==> config.mk <==
export PLATFORM = sky130hd
export DESIGN_NAME = rftx_ctrl
export DESIGN_NICKNAME = d
export VERILOG_FILES = /design/src/rftx_pkg.sv /design/src/rftx_ctrl.sv
export SDC_FILE = /design/constraint.sdc
export NUM_CORES = 1
export LEC_CHECK = 0
export ABC_AREA = 1
export BUFFER_PORTS_ARGS = -buffer_cell sky130_fd_sc_hd__buf_4
export CORE_UTILIZATION = 55
export CTS_BUF_LIST = sky130_fd_sc_hd__clkbuf_4 sky130_fd_sc_hd__clkbuf_8
export DETAILED_ROUTE_END_ITERATION = 6
export GPL_ROUTABILITY_DRIVEN = 0
export PLACE_DENSITY = 0.78
export SYNTH_ARGS = -nofsm -noshare
export SYNTH_HDL_FRONTEND = slang
export SYNTH_SLANG_ARGS = --single-unit
export TNS_END_PERCENT = 20
==> constraint.sdc <==
create_clock -name ref_clk_i -period 4.5 [get_ports ref_clk_i]
set_input_delay 0.225 -clock ref_clk_i [delete_from_list [all_inputs] [get_ports ref_clk_i]]
set_output_delay 0.225 -clock ref_clk_i [all_outputs]
set_load 0.05 [all_outputs]
==> src/rftx_pkg.sv <==
package rftx_pkg;
    // register map: printed offsets are not all multiples of four, so they
    // are register indices; the byte address is four times the index
    localparam logic [15:0] CTRL_IDX       = 16'h1832;
    localparam logic [15:0] FRAME_LEN_IDX  = 16'h1831;
    localparam logic [15:0] IRQ_STATUS_IDX = 16'h1840;
    localparam logic [15:0] IRQ_MASK_IDX   = 16'h1841;
    localparam int          ADDR_W         = 16;

    // control register fields
    localparam int          START_BIT      = 7;
    localparam int          PWR_LSB        = 0;
    localparam int          PWR_W          = 5;
    localparam logic [7:0]  CTRL_RESET     = 8'h00;
    localparam logic [7:0]  FRAME_RESET    = 8'h00;
    localparam logic [4:0]  PWR_LOW_MODE   = 5'h00;
    localparam logic [4:0]  PWR_MAX_CODE   = 5'h14;

    // interrupt status bits
    localparam int          IRQ_DONE_BIT   = 0;
    localparam int          IRQ_ABORT_BIT  = 1;
    localparam int          IRQ_W          = 2;

    // default bit period in reference clock cycles
    localparam int          BIT_CYCLES_DEF = 16;
endpackage

==> src/rftx_ctrl.sv <==
// Contract
// - Setting bit 7 of the control register starts sending the data buffer, frame_bit_count+1 bits long.
// - The start bit clears itself when the last bit of the frame has been sent.
// - The radio module reset clears the start bit and ends any frame in flight.
// - Writing zero to the start bit during a frame stops sending before the frame completes.
// - The start bit reads 1 while a frame is in flight and 0 otherwise.
// - Bits 4:0 hold a readable five-bit power select that resets to zero.
// - Power code zero picks the fixed low-power amplifier mode of about -10 dBm.
// - Codes one to 20 raise the level in 0.5 dB steps from -1.5 dBm.
// - A frame length value of zero sends no frame when the start bit is set.
`timescale 1ns/100ps
module rftx_ctrl
#(
    parameter int BIT_CYCLES = rftx_pkg::BIT_CYCLES_DEF
)
(
    // clock and reset
    input  wire logic              ref_clk_i,
    input  wire logic              rst_i,
    input  wire logic              radio_module_reset_i,
    // register port
    input  wire logic [15:0]       addr_i,
    input  wire logic [7:0]        wdata_i,
    input  wire logic              wr_i,
    input  wire logic              rd_i,
    output logic      [7:0]        rdata_o,
    // data buffer and modulator side
    output logic      [7:0]        buf_bit_index_o,
    output logic                   tx_active_o,
    output logic                   tx_bit_strobe_o,
    output logic      [4:0]        tx_power_select_o,
    output logic                   pa_low_power_mode_o,
    output logic                   pwr_code_reserved_o,
    // interrupt
    output logic                   irq_o
);
    initial
    begin
        if (BIT_CYCLES < 1 || BIT_CYCLES > 65535)
            $error("BIT_CYCLES out of range");
    end

    typedef enum logic [0:0] {ST_IDLE, ST_SEND} rftx_state_t;

    rftx_state_t              state_r, state_nxt;
    logic [7:0]               frame_len_r, frame_len_nxt;
    logic [4:0]               pwr_r, pwr_nxt;
    logic [7:0]               bit_idx_r, bit_idx_nxt;
    logic [15:0]              cyc_r, cyc_nxt;
    logic                     strobe_r, strobe_nxt;
    logic [1:0]               irq_st_r, irq_st_nxt;
    logic [1:0]               irq_mask_r, irq_mask_nxt;
    logic [7:0]               rdata_r, rdata_nxt;
    logic                     rmr_s1_r, rmr_s2_r;

    logic                     wr_ctrl, wr_frame, wr_stat, wr_mask;
    logic [1:0]               irq_set;

    assign wr_ctrl  = wr_i && addr_i == rftx_pkg::CTRL_IDX;
    assign wr_frame = wr_i && addr_i == rftx_pkg::FRAME_LEN_IDX;
    assign wr_stat  = wr_i && addr_i == rftx_pkg::IRQ_STATUS_IDX;
    assign wr_mask  = wr_i && addr_i == rftx_pkg::IRQ_MASK_IDX;

    // reset pin comes from another domain: two flops before use
    always_ff @(posedge ref_clk_i or posedge rst_i)
    begin
        if (rst_i)
        begin
            rmr_s1_r <= 1'b0;
            rmr_s2_r <= 1'b0;
        end
        else
        begin
            rmr_s1_r <= radio_module_reset_i;
            rmr_s2_r <= rmr_s1_r;
        end
    end

    always_comb
    begin
        state_nxt     = state_r;
        frame_len_nxt = frame_len_r;
        pwr_nxt       = pwr_r;
        bit_idx_nxt   = bit_idx_r;
        cyc_nxt       = cyc_r;
        strobe_nxt    = 1'b0;
        irq_set       = 2'b00;
        if (wr_frame)
            frame_len_nxt = wdata_i;
        if (wr_ctrl)
            pwr_nxt = wdata_i[rftx_pkg::PWR_LSB +: rftx_pkg::PWR_W];
        case (state_r)
            ST_IDLE:
            begin
                // zero length sends nothing, bit stays clear
                if (wr_ctrl && wdata_i[rftx_pkg::START_BIT]
                    && frame_len_r != 8'h00)
                begin
                    state_nxt   = ST_SEND;
                    bit_idx_nxt = 8'h00;
                    cyc_nxt     = 16'h0000;
                    strobe_nxt  = 1'b1;
                end
            end
            ST_SEND:
            begin
                if (wr_ctrl && !wdata_i[rftx_pkg::START_BIT])
                begin
                    state_nxt = ST_IDLE;
                    irq_set[rftx_pkg::IRQ_ABORT_BIT] = 1'b1;
                end
                else if (cyc_r == 16'(BIT_CYCLES - 1))
                begin
                    cyc_nxt = 16'h0000;
                    if (bit_idx_r == frame_len_r)
                    begin
                        state_nxt = ST_IDLE;
                        irq_set[rftx_pkg::IRQ_DONE_BIT] = 1'b1;
                    end
                    else
                    begin
                        bit_idx_nxt = bit_idx_r + 8'h01;
                        strobe_nxt  = 1'b1;
                    end
                end
                else
                    cyc_nxt = cyc_r + 16'h0001;
            end
            default:
                state_nxt = ST_IDLE;
        endcase
        if (rmr_s2_r)
        begin
            state_nxt     = ST_IDLE;
            frame_len_nxt = rftx_pkg::FRAME_RESET;
            pwr_nxt       = rftx_pkg::PWR_LOW_MODE;
            bit_idx_nxt   = 8'h00;
            cyc_nxt       = 16'h0000;
            strobe_nxt    = 1'b0;
        end
    end

    // set wins over write-one-to-clear
    always_comb
    begin
        irq_st_nxt = irq_st_r;
        irq_mask_nxt = irq_mask_r;
        if (wr_stat)
            irq_st_nxt = irq_st_r & ~wdata_i[1:0];
        irq_st_nxt = irq_st_nxt | irq_set;
        if (wr_mask)
            irq_mask_nxt = wdata_i[1:0];
    end

    always_comb
    begin
        rdata_nxt = 8'h00;
        if (rd_i)
        begin
            case (addr_i)
                rftx_pkg::CTRL_IDX:
                    rdata_nxt = {state_r == ST_SEND, 2'b00, pwr_r};
                rftx_pkg::FRAME_LEN_IDX:
                    rdata_nxt = frame_len_r;
                rftx_pkg::IRQ_STATUS_IDX:
                    rdata_nxt = {6'h00, irq_st_r};
                rftx_pkg::IRQ_MASK_IDX:
                    rdata_nxt = {6'h00, irq_mask_r};
                default:
                    rdata_nxt = 8'h00;
            endcase
        end
    end

    always_ff @(posedge ref_clk_i or posedge rst_i)
    begin
        if (rst_i)
        begin
            state_r     <= ST_IDLE;
            frame_len_r <= rftx_pkg::FRAME_RESET;
            pwr_r       <= rftx_pkg::PWR_LOW_MODE;
            bit_idx_r   <= 8'h00;
            cyc_r       <= 16'h0000;
            strobe_r    <= 1'b0;
            irq_st_r    <= 2'b00;
            irq_mask_r  <= 2'b00;
            rdata_r     <= 8'h00;
        end
        else
        begin
            state_r     <= state_nxt;
            frame_len_r <= frame_len_nxt;
            pwr_r       <= pwr_nxt;
            bit_idx_r   <= bit_idx_nxt;
            cyc_r       <= cyc_nxt;
            strobe_r    <= strobe_nxt;
            irq_st_r    <= irq_st_nxt;
            irq_mask_r  <= irq_mask_nxt;
            rdata_r     <= rdata_nxt;
        end
    end

    assign rdata_o           = rdata_r;
    assign buf_bit_index_o   = bit_idx_r;
    assign tx_active_o       = state_r == ST_SEND;
    assign tx_bit_strobe_o   = strobe_r;
    assign tx_power_select_o = pwr_r;
    // code zero is a separate fixed amplifier mode, not the bottom step
    assign pa_low_power_mode_o = pwr_r == rftx_pkg::PWR_LOW_MODE;
    // test codes are passed through but flagged; software must avoid them
    assign pwr_code_reserved_o = pwr_r > rftx_pkg::PWR_MAX_CODE;
    assign irq_o = |(irq_st_r & irq_mask_r);
endmodule

== After elaboration in Yosys (flattened, before gate mapping) ==
Index checks and enable logic that the tools add are counted.
Word-level totals
  bits in registers: 53
  bits of input ports: 29
  output and inout port bits: 26
  word-level logic and storage cells: 77
Cells by class
  add/subtract/negate cells: 2
  order comparisons: 1
  eq/ne operators: 10
  muxes and demuxes: 33
  bitwise logic cells: 5
  reductions and logical operators: 15
Operator list (count)
  16-bit by 13-bit equality test with 1-bit output, second input constant: 4
  16-bit two-way mux: 4
  8-bit two-way mux: 8
  16-bit one-hot mux with 2 select lines: 1
  8-bit one-hot mux with 4 select lines: 1
  16-bit by 1-bit adder with 16-bit output, second input constant: 1
  16-bit by 4-bit equality test with 1-bit output, second input constant: 1
  8-bit one-hot mux with 2 select lines: 1
  1-bit two-way mux: 12
  5-bit two-way mux: 2
  3-bit inequality test, second input constant: 3
  8-bit by 1-bit adder with 8-bit output, second input constant: 1
  8-bit equality test: 1
  8-bit nonzero test: 1
  1-bit logical AND: 7
  5-bit greater-than comparator, second input constant: 1
  5-bit logical NOT: 1
  2-bit AND: 2
  2-bit two-way mux: 2
  1-bit one-hot mux with 2 select lines: 2
  4-bit AND reduction: 1
  2-bit nonzero test: 2
  3-bit by 1-bit inequality test with 1-bit output, second input constant: 1
  2-bit inverter: 1
  other kinds (5): 5

== Depth between registers and ports, before layout ==
Gate-level depths: netlist of run 1.
  depth in word-level cells: 7
  depth in mapped cells: 11
  depth with buffers taken out: 11

== Worst setup path after synthesis of run 1 ==
Ideal clock, no wire load.
  path type: reg-to-output
  from: register pwr_r[1], in the netlist tx_power_select_o[1]
  to: output pa_low_power_mode_o
  data arrival time: 2.215 ns
  data required time: 4.275 ns
  slack: 2.060 ns
  stages on the path, launching flop included: 4
  path buffers: 0
  path through: dfrtp_1 > inv_1 > nand2_1 > nor4_1
On the way
  cells in the longest elaborated chain, start to end: 1
Ends and longest elaborated chain
  start, declared: line rftx_ctrl.sv:47  | logic [4:0] pwr_r, pwr_nxt;
  start signal, assigned: line rftx_ctrl.sv:181  | pwr_r <= rftx_pkg::PWR_LOW_MODE;
  start signal, assigned: line rftx_ctrl.sv:193  | pwr_r <= pwr_nxt;
  5-bit logical NOT: line rftx_ctrl.sv:209  | assign pa_low_power_mode_o = pwr_r == rftx_pkg::PWR_LOW_MODE;
  end, declared: line rftx_ctrl.sv:32  | output logic pa_low_power_mode_o,
No other way between the ends.

== Final worst setup path of run 1 ==
  from: register cyc_r[0]
  to: register bit_idx_r[6], in the netlist buf_bit_index_o[6]
On the way
  cells in the longest elaborated chain, start to end: 3
Ends and longest elaborated chain
  start, declared: line rftx_ctrl.sv:49  | logic [15:0] cyc_r, cyc_nxt;
  start signal, assigned: line rftx_ctrl.sv:195  | cyc_r <= cyc_nxt;
  16-bit by 4-bit equality test with 1-bit output: line rftx_ctrl.sv:112  | else if (cyc_r == 16'(BIT_CYCLES - 1))
  3-bit by 1-bit inequality test with 1-bit output (no source line)
  4-bit AND reduction (no source line)
  end signal, assigned: line rftx_ctrl.sv:194  | bit_idx_r <= bit_idx_nxt;
  end, declared: line rftx_ctrl.sv:48  | logic [7:0] bit_idx_r, bit_idx_nxt;
No other way between the ends.
A chain may end at the register's enable or synchronous reset.

==> metrics.md, run 1 <==
| Metric | Value |
|---|---|
| VDD IR max | 0.178 mV |
| GR Overflow Total | 0 |
| Final hold vios | 0 |
| Synth top area share | 39.5% |
| Minimum clock period | 1.99 ns |
| Seq pwr share | 52.1% |
| DRT Wirelength | 7.89 mm |
| Hold Path Class | input port to register |
| I/O Buffers | 54 |
| Worst R2R Setup Slack | 2.51 ns |
| Worst Hold Depth | 1 |
| Largest net degree at the start of global routing | 54 |
| Routed Antenna Nets | 0 |
| I/O pin total | 55 |
| CTS tree | done |
| Seq/Total Area, Yosys | 39.5% |
| First-pass GRT wire length | 13.4 mm |
| Post-synth EDFFs | 0 |
| Final Cycle Share | 44.2% |
| Total of max-cap violations | 0 |
| Root buf cell | clkbuf_8 |
| Combinational Power Share | 11.4% |
| Clock power frac | 36.5% |
| Routed WL per cell | 13.3 µm |
| Synth cell types | 32 |
| R2r worst-path depth | 10 |
| Async SR Flop Fraction | 100% |
| Mapped Cells | 466 |
| Place WS | 2.54 ns |
| Cell Pwr Density | 242 nW/µm² |
| Ys Warns | 0 |
| Crit path max fanout | 9 |
| Worst setup margin | 2.51 ns |
| Synth-to-Final Area Change | 16.4% |
| Clock transition at path regs | 0.09 ns |
| Total clock buffers created by CTS | 5 |
| Num Clock Sinks | 53 |
| FMAX | 503 MHz |
| Number of H-tree levels | 2 |
| P_sw | 0.238 mW |
| CP Data Arrival Time | 2.19 ns |
| DP HPWL | 5.90 mm |
| Critical Path RT | 4.71 ns |
| Worst-margin pin slew | 1.10 ns |
| Vias in the first global route | 2,936 |
| Layout cell share with drive strength beyond 1 | 19.2% |
| Core Area | 5890 µm² |
| Post-Layout Inst Area | 3910 µm² |
| Final Net Count | 550 |
| Critical path class | register to register |
| DIE WIDTH | 80.1 µm |
| RSZ-0062 raised after global routing | false |
| Final max-slew violation count | 0 |
| Top FF cell, synth | dfrtp_1 |
| GRT Total Usage | 26.5% |
| DRC viols | 0 |
| Post-DP Area | 3780 µm² |
| Cts repair resizes | 0 |
| DR pass1 iterations | 5 |
| Row cnt | 28 |
| Die area | 6420 µm² |
| List of most frequent post-synthesis cells | nand2_1, inv_1, dfrtp_1, nor2_1, nand3_1 |
| Initial Utilization | 57.0% |
| Power Internal | 0.707 mW |
| DR vias/cell | 5.33 |
| Worst setup EP type | register |
| Status | complete, no violations |
| Setup violations, final | 0 |
| Post-CTS Setup Inserts | 0 |
| Setup_tns | 0 ns |
| Diode count | 0 |
| Clk_skew | 0.0119 ns |
| Syn nets | 497 |
| Element type at the critical path start | register |
| Tot Pwr | 0.945 mW |
| Syn_area_per_cell | 7.20 µm² |
| Post-route insts no fill | 595 |
| Clock Latency Late Sink | 0.31 ns |
| Die height | 80.1 µm |
| Slew margin rel. | 26.8% |
| Mapped cell area | 3350 µm² |
| Sw Share | 25.2% |
| Area contributors post-synth | dfrtp_1, nand2_1, inv_1 |
| Initial antenna violation count | 0 |
| Initial drt markers | 269 |
| Longest Clk Path Bufs | 2 |
| Seq cells post-synth | 53 |
| Leakage | 1.92 nW |
| Vias | 3,172 |
| Most numerous cell in the Yosys netlist | nand2_1 |
| Area leader, netlist | dfrtp_1 |
| Hold_buf cts | 0 |
| Post-Place Cells | 587 |
[worst max-delay path: stages (launching register included)]
cell	delay, ns
dfrtp_1	0.41
ha_1	0.24
nand2_1	0.11
nor2_4	0.16
nand4_1	0.12
nor2_2	0.21
nand2_1	0.11
nand2_2	0.20
nand3_4	0.16
nand2_1	0.10
nand2_1	0.05
[power by group through the flow]
stage | sequential [mW] | clock (mW) | combinational (mW)
final | 0.493 | 0.345 | 0.108
after global routing | 0.494 | 0.366 | 0.119
after CTS | 0.493 | 0.349 | 0.109
after detailed placement | 0.502 | 0 | 0.108
after global placement | 0.502 | 0 | 0.106
after floorplan | 0.511 | 0 | 0.0590
[final cells by class]
class	count	area [µm²]
multi-input combinational	339	1710
fill	528	1980
clock buffer	7	90.1
tap	75	93.8
sequential	53	1330
inverter	66	248
timing repair buffer	54	405
clock inverter	1	30.0
[logic make-up after synthesis]
kind of cell / after synthesis / synth area share (%)
flip-flops: 53 / 39.5
XOR/XNOR: 10 / 2.61
adder cells (fa/ha/maj): 2 / 0.746
buffers and inverters: 74 / 9.44
AO/OA/AOI/OAI: 49 / 8.77
AND/OR/NAND/NOR: 278 / 38.9
[flip-flops by register name, indices dropped and copies added, names as in the netlist]
| signal | count |
|---|---|
| frame_len_r | 8 |
| irq_st_r | 2 |
| rmr_s2_r | 1 |
| tx_power_select_o | 5 |
| tx_active_o | 1 |
| irq_mask_r | 2 |
| rdata_o | 8 |
| buf_bit_index_o | 8 |
| cyc_r | 16 |
| rmr_s1_r | 1 |
| tx_bit_strobe_o | 1 |
[path summary, 6_finish.rpt]
kind                                 startpoint            endpoint
max                                    cyc_r[0]  buf_bit_index_o[6]
max in group asynchronous                 rst_i           cyc_r[14]
max reg2reg                            cyc_r[0]  buf_bit_index_o[6]
min                        radio_module_reset_i            rmr_s1_r
min reg2reg                            rmr_s1_r            rmr_s2_r
min in group asynchronous                 rst_i       irq_mask_r[1]
[cells in the final DEF (no fill, tap or decap), types with 2 or more instances in the layout]
master,n
nand4_1,23
o21ai_0,18
nor3b_1,2
nand3_1,35
ha_1,2
inv_1,61
a21oi_1,2
nor2_4,6
o21ai_2,11
o22ai_1,4
nor3_1,13
nand2_1,129
nand2_2,5
nand3_4,2
xor2_1,5
nor2_1,53
nand3_2,2
nand2_4,3
xnor2_1,5
inv_2,5
dfrtp_1,53
o21ai_1,13
or2_2,2
clkbuf_8,6
buf_4,54
[metrics by stage]
stage	hold slack [ns]	util, %
2_1_floorplan	0.256	-
3_3_place_gp	0.338	64.3
3_5_place_dp	0.341	64.3
4_1_cts	0.0181	66.3
5_1_grt	0.0138	66.3
6_report	0.0202	66.3
[metal layers]
| layer | routed length [µm] | track usage (%) | up-vias |
|---|---|---|---|
| li1 | - | - | 1605 |
| met1 | 3830 | 37.9 | 1465 |
| met3 | 413 | 4.20 | 6 |
| met5 | 0 | 0 | - |
| met4 | 65 | 6.25 | 0 |
| met2 | 3580 | 42.2 | 96 |
Power figures use the tool's default switching activity.
==> run 2, diff against run 1 <==
==> constraint.sdc (replaced) <==
create_clock -name ref_clk_i -period 1.9 [get_ports ref_clk_i]
set_input_delay 0.095 -clock ref_clk_i [delete_from_list [all_inputs] [get_ports ref_clk_i]]
set_output_delay 0.095 -clock ref_clk_i [all_outputs]
set_load 0.05 [all_outputs]
==> metrics.md, run 2 (synthesized netlist as in run 1, its figures left out) <==
| Metric | Value |
|---|---|
| VDD IR max | 0.277 mV (was 0.178 mV) |
| Root buf cell | clkbuf_8 (unchanged) |
| DRT Wirelength | 8.01 mm (was 7.89 mm) |
| I/O Buffers | 54 (unchanged) |
| Largest Register | cyc_r (unchanged) |
| Commonest cells after routing, fill and taps aside | nand2_1, buf_4, inv_1, nor2_1, dfrtp_1 (was nand2_1, inv_1, buf_4, nor2_1, dfrtp_1) |
| FMAX | 568 MHz (was 503 MHz) |
| Combinational Power Share | 12.5% (was 11.4%) |
| P_sw | 0.574 mW (was 0.238 mW) |
| Longest Clk Path Bufs | 2 (unchanged) |
| Crit path max fanout | 8 (was 9) |
| Setup violations, final | 0 (unchanged) |
| Place WS | 0.0918 ns (was 2.54 ns) |
| Power Internal | 1.57 mW (was 0.707 mW) |
| CP Data Arrival Time | 1.97 ns (was 2.19 ns) |
| Commonest non-fill, non-tap cell in the layout | nand2_1 (unchanged) |
| Core Area | 5890 µm² (unchanged) |
| DRC viols | 0 (unchanged) |
| Die height | 80.1 µm (unchanged) |
| DR vias/cell | 5.38 (was 5.33) |
| Routed Antenna Nets | 0 (unchanged) |
| Initial drt markers | 312 (was 269) |
| Critical Path RT | 2.11 ns (was 4.71 ns) |
| Number of H-tree levels | 2 (unchanged) |
| Num Clock Sinks | 53 (unchanged) |
| Row cnt | 28 (unchanged) |
| Slowest cell on the critical path | dfrtp_1 (unchanged) |
| First-pass GRT wire length | 13.3 mm (was 13.4 mm) |
| DP HPWL | 6.09 mm (was 5.90 mm) |
| Clock Latency Late Sink | 0.31 ns (about the same) |
| Post-route insts no fill | 605 (was 595) |
| Die area | 6420 µm² (unchanged) |
| Final Cycle Share | 92.6% (was 44.2%) |
| Worst-path cell chain | ha_2, nand2_1, nor2_4, nand4_1, nor2_2, nand2_1, nand2_2, nand3_4, nand2_1, nand2_1 (was ha_1, nand2_1, nor2_4, nand4_1, nor2_2, nand2_1, nand2_2, nand3_4, nand2_1, nand2_1) |
| CTS tree | done (unchanged) |
| Element type at the critical path start | register (unchanged) |
| Final hold vios | 0 (unchanged) |
| Most frequent CP cell | nand2_1 (unchanged) |
| Vias in the first global route | 2,982 (was 2,936) |
| RSZ-0062 raised after global routing | false (unchanged) |
| Total clock buffers created by CTS | 5 (unchanged) |
| DR pass1 iterations | 5 (unchanged) |
| Clk_skew | 0.00568 ns (was 0.0119 ns) |
| Diode count | 0 (unchanged) |
| Worst setup EP type | register (unchanged) |
| Setup_tns | 0 ns (unchanged) |
| Largest net degree at the start of global routing | 31 (was 54) |
| Initial antenna violation count | 0 (unchanged) |
| Vias | 3,254 (was 3,172) |
| GR Overflow Total | 0 (unchanged) |
| Post-Place Cells | 594 (was 587) |
| Slew margin rel. | 58.0% (was 26.8%) |
| Minimum clock period | 1.76 ns (was 1.99 ns) |
| Final Net Count | 560 (was 550) |
| DIE WIDTH | 80.1 µm (unchanged) |
| Status | complete, no violations (unchanged) |
| CP max stage delay | 0.40 ns (was 0.41 ns) |
| GRT Total Usage | 26.7% (was 26.5%) |
| Worst setup margin | 0.140 ns (was 2.51 ns) |
| Total of max-cap violations | 0 (unchanged) |
| Hold Path Class | input port to register (unchanged) |
| Clock power frac | 33.0% (was 36.5%) |
| Clock transition at path regs | 0.10 ns (was 0.09 ns) |
| Worst-margin pin slew | 0.630 ns (was 1.10 ns) |
| I/O pin total | 55 (unchanged) |
| Leakage | 1.95 nW (was 1.92 nW) |
| Cell Pwr Density | 539 nW/µm² (was 242 nW/µm²) |
| Seq pwr share | 54.5% (was 52.1%) |
| Final max-slew violation count | 0 (unchanged) |
| Synth-to-Final Area Change | 18.5% (was 16.4%) |
| Routed WL per cell | 13.2 µm (was 13.3 µm) |
| Layout cell share with drive strength beyond 1 | 20.8% (was 19.2%) |
| Initial Utilization | 57.0% (unchanged) |
| Critical path class | register to register (unchanged) |
| Sw Share | 26.8% (was 25.2%) |
| Tot Pwr | 2.14 mW (was 0.945 mW) |
| Max reg flops | 16 (unchanged) |
==> run 2: area by class of cell <==
class	instances	area, µm²
clock inverter	1	5.00
timing repair buffer	64	485
multi-input combinational	339	1720
inverter	66	248
sequential	53	1330
clock buffer	7	96.3
tap	75	93.8
fill	496	1910
==> run 2: worst paths after layout <==
check	startpoint	to	slack (ns)	cells past startpoint
worst max-delay path	cyc_r[1]	buf_bit_index_o[2]	0.14	10
max in group asynchronous	rst_i	buf_bit_index_o[1]	0.85	4
min in group asynchronous	rst_i	cyc_r[13]	0.42	3
worst min-delay path	wdata_i[5]	frame_len_r[5]	0.04	3
worst max register to register	cyc_r[1]	buf_bit_index_o[2]	0.14	10
worst min register to register	rmr_s1_r	rmr_s2_r	0.36	0
==> run 2: repair_timing <==
item,4_1_cts,5_1_grt
hold buffers,2,0
setup buffers,0,1
setup endpoints to repair,0,8
resized for setup,0,1
endpoints found under the hold margin,29,0
==> run 2: through the flow <==
| step | hold slack, ns | cell area (µm²) | utilization, % |
|---|---|---|---|
| floorplan | 0.126 | 3360 | - |
| CTS | 0.0543 | 3970 | 67.4 |
| global route | 0.0570 | 3980 | 67.5 |
| finish | 0.0395 | 3980 | 67.5 |
| global placement | 0.206 | 3840 | 65.3 |
| detailed placement | 0.205 | 3840 | 65.3 |
==> run 2: worst max-delay path, delay by kind of cell (launching register included) <==
kind	cells	cell delay [ns]
and+or+nand+nor	9	1.03
DFF	1	0.40
adders and majority gates	1	0.24
==> run 2: routing by layer <==
layer  vias to the layer above  wire (µm)  part of all wire [%]  global-route usage [%]
li1                       1623          -                     -                       -
met1                      1516       3680                    46                    36.4
met2                       111       3830                    48                    44.9
met3                         4        467                   5.8                    3.98
met4                         0         38                  0.47                    5.54
met5                         -          0                     0                       0
==> run 2: power groups by stage <==
stage	combinational, mW	sequential (mW)	clock [mW]
floorplan	0.141	1.21	0
global placement	0.259	1.19	0
detailed placement	0.265	1.19	0
CTS	0.270	1.17	0.713
global route	0.294	1.17	0.763
finish	0.267	1.17	0.708
==> run 3, diff against run 2 <==
--- a/config.mk
+++ b/config.mk
@@ -12,6 +12,7 @@
 export DETAILED_ROUTE_END_ITERATION = 6
 export GPL_ROUTABILITY_DRIVEN = 0
 export PLACE_DENSITY = 0.78
+export RECOVER_POWER = 100
 export SYNTH_ARGS = -nofsm -noshare
 export SYNTH_HDL_FRONTEND = slang
 export SYNTH_SLANG_ARGS = --single-unit
==> metrics.md, run 3 (synthesized netlist as in run 1, its figures left out) <==
| Metric | Value |
|---|---|
| Crit path max fanout | 8 (unchanged) |
| CTS tree | done (unchanged) |
| DP HPWL | 6.09 mm (unchanged) |
| Routed Antenna Nets | 0 (unchanged) |
| Number of H-tree levels | 2 (unchanged) |
| Worst-path cell chain | ha_2, nand2_1, nor2_4, nand4_1, nor2_2, nand2_1, nand2_2, nand3_4, nand2_1, nand2_1 (unchanged) |
| Critical Path RT | 2.11 ns (about the same) |
| Minimum clock period | 1.74 ns (was 1.76 ns) |
| DRC viols | 0 (unchanged) |
| Final hold vios | 0 (unchanged) |
| Core Area | 5890 µm² (unchanged) |
| Vias in the first global route | 2,982 (unchanged) |
| DRT Wirelength | 8.04 mm (was 8.01 mm) |
| Post-Place Cells | 594 (unchanged) |
| Leakage | 1.83 nW (was 1.95 nW) |
| Commonest cells after routing, fill and taps aside | nand2_1, inv_1, nor2_1, dfrtp_1, nand3_1 (was nand2_1, buf_4, inv_1, nor2_1, dfrtp_1) |
| DR top layer | met4 (unchanged) |
| M1 wire length | 3.66 mm (was 3.68 mm) |
| Post-Layout Inst Area | 3820 µm² (was 3980 µm²) |
| Diode count | 0 (unchanged) |
| I/O pin total | 55 (unchanged) |
| Total clock buffers created by CTS | 5 (unchanged) |
| Worst-margin pin slew | 1.14 ns (was 0.630 ns) |
| GRT Total Usage | 26.7% (unchanged) |
| Total of max-cap violations | 0 (unchanged) |
| Clk_skew | 0.00475 ns (was 0.00568 ns) |
| Initial antenna violation count | 0 (unchanged) |
| DR vias/cell | 5.37 (was 5.38) |
| Final Net Count | 560 (unchanged) |
| CP Data Arrival Time | 1.95 ns (was 1.97 ns) |
| Hold Path Class | input port to register (unchanged) |
| FMAX | 573 MHz (was 568 MHz) |
| Filler Cell Count | 544 (was 496) |
| Layout cell share with drive strength beyond 1 | 13.4% (was 20.8%) |
| Initial Utilization | 57.0% (unchanged) |
| Root buf cell | clkbuf_8 (unchanged) |
| DIE WIDTH | 80.1 µm (unchanged) |
| Slew margin rel. | 24.1% (was 58.0%) |
| Clock transition at path regs | 0.09 ns (was 0.10 ns) |
| Tot Pwr | 2.12 mW (was 2.14 mW) |
| CP top delay family | simple AND/OR/NAND/NOR gates (unchanged) |
| Synth-to-Final Area Change | 13.9% (was 18.5%) |
| GR Overflow Total | 0 (unchanged) |
| First-pass GRT wire length | 13.3 mm (unchanged) |
| Post-DP Area | 3840 µm² (unchanged) |
| Vias | 3,246 (was 3,254) |
| Largest net degree at the start of global routing | 31 (unchanged) |
| Longest Clk Path Bufs | 2 (unchanged) |
| WP buf/inv | 0 (unchanged) |
| Routed wire length on met3 | 514 µm (was 467 µm) |
| Setup violations, final | 0 (unchanged) |
| Worst setup margin | 0.156 ns (was 0.140 ns) |
| Status | complete, no violations (unchanged) |
| Element type at the critical path start | register (unchanged) |
| Commonest non-fill, non-tap cell in the layout | nand2_1 (unchanged) |
| Place WS | 0.0918 ns (unchanged) |
| Routed WL per cell | 13.3 µm (was 13.2 µm) |
| Final Cycle Share | 91.8% (was 92.6%) |
| Most frequent CP cell | nand2_1 (unchanged) |
| Initial drt markers | 347 (was 312) |
| Num Clock Sinks | 53 (unchanged) |
| Max reg flops | 16 (unchanged) |
| Row cnt | 28 (unchanged) |
| Die area | 6420 µm² (unchanged) |
| Slowest cell on the critical path | dfrtp_1 (unchanged) |
| Die height | 80.1 µm (unchanged) |
| VDD IR max | 0.273 mV (was 0.277 mV) |
| Setup_tns | 0 ns (unchanged) |
| Met2 wire len | 3.80 mm (was 3.83 mm) |
| Worst setup EP type | register (unchanged) |
| I/O Buffers | 54 (unchanged) |
| Largest Register | cyc_r (unchanged) |
| DR pass1 iterations | 7 (was 5) |
| Final max-slew violation count | 0 (unchanged) |
| CP max stage delay | 0.38 ns (was 0.40 ns) |
| Post-route insts no fill | 605 (unchanged) |
| Clock Latency Late Sink | 0.31 ns (about the same) |
| Cell Pwr Density | 555 nW/µm² (was 539 nW/µm²) |
| Critical path class | register to register (unchanged) |
| RSZ-0062 raised after global routing | false (unchanged) |
==> run 3: cell types whose count changed in the layout (fill, tap and decap cells not counted), moves of 2 or more <==
cell	change
o21ai_1	-7
clkbuf_4	+3
inv_1	+2
buf_4	-32
clkbuf_1	+26
o21ai_0	+16
clkbuf_2	+3
o21ai_2	-9
inv_2	-2
==> run 3: timing repair <==
item	in CTS	in global routing
hold endpoints to repair	29	0
setup buffers	0	1
setup endpoints to repair	0	8
gates resized for setup	0	1
hold buffers	2	0
==> run 3: final timing paths <==
path	start	endpoint	slack, ns	cells after the start
setup / recovery	cyc_r[1]	buf_bit_index_o[2]	0.16	10
hold / removal	wdata_i[6]	frame_len_r[6]	0.04	3
setup reg to reg	cyc_r[1]	buf_bit_index_o[2]	0.16	10
hold reg to reg	rmr_s1_r	rmr_s2_r	0.36	0
max in group asynchronous	rst_i	buf_bit_index_o[1]	0.32	4
min in group asynchronous	rst_i	cyc_r[13]	0.63	3
==> run 3: per-stage QoR <==
step | hold slack (ns) | utilization [%]
after floorplan | 0.126 | -
after global placement | 0.206 | 65.3
after detailed placement | 0.205 | 65.3
after CTS | 0.0543 | 67.4
after global routing | 0.0570 | 64.9
final | 0.0386 | 64.9
==> run 3: power by group <==
group          internal (mW)  switching [mW]  total [mW]  leakage [nW]
registers               1.14          0.0245        1.17         0.728
logic                 0.0810           0.168       0.249          1.04
clock network          0.330           0.372       0.702        0.0542
==> run 3: metal layers <==
metal	track usage, %	up-vias
met5	0	-
met4	5.54	0
met3	3.98	6
met2	44.9	115
met1	36.4	1506
li1	-	1619
==> run 3: area by class of cell <==
| class | instances | area [µm²] | area share, % |
|---|---|---|---|
| Timing Repair Buffer | 64 | 380 | 9.95 |
| Tap cell | 75 | 93.8 | 2.46 |
| Clock buffer | 7 | 96.3 | 2.52 |
| Clock inverter | 1 | 5.00 | 0.131 |
| Inverter | 66 | 248 | 6.48 |
| Sequential cell | 53 | 1330 | 34.7 |
| Multi-Input combinational cell | 339 | 1670 | 43.7 |
==> run 3: worst min-delay path, delay by kind of cell <==
family                 cells  cell delay (ns)
AO/OA/AOI/OAI              1             0.08
AND/OR/NAND/NOR            1             0.07
buffers and inverters      1             0.08
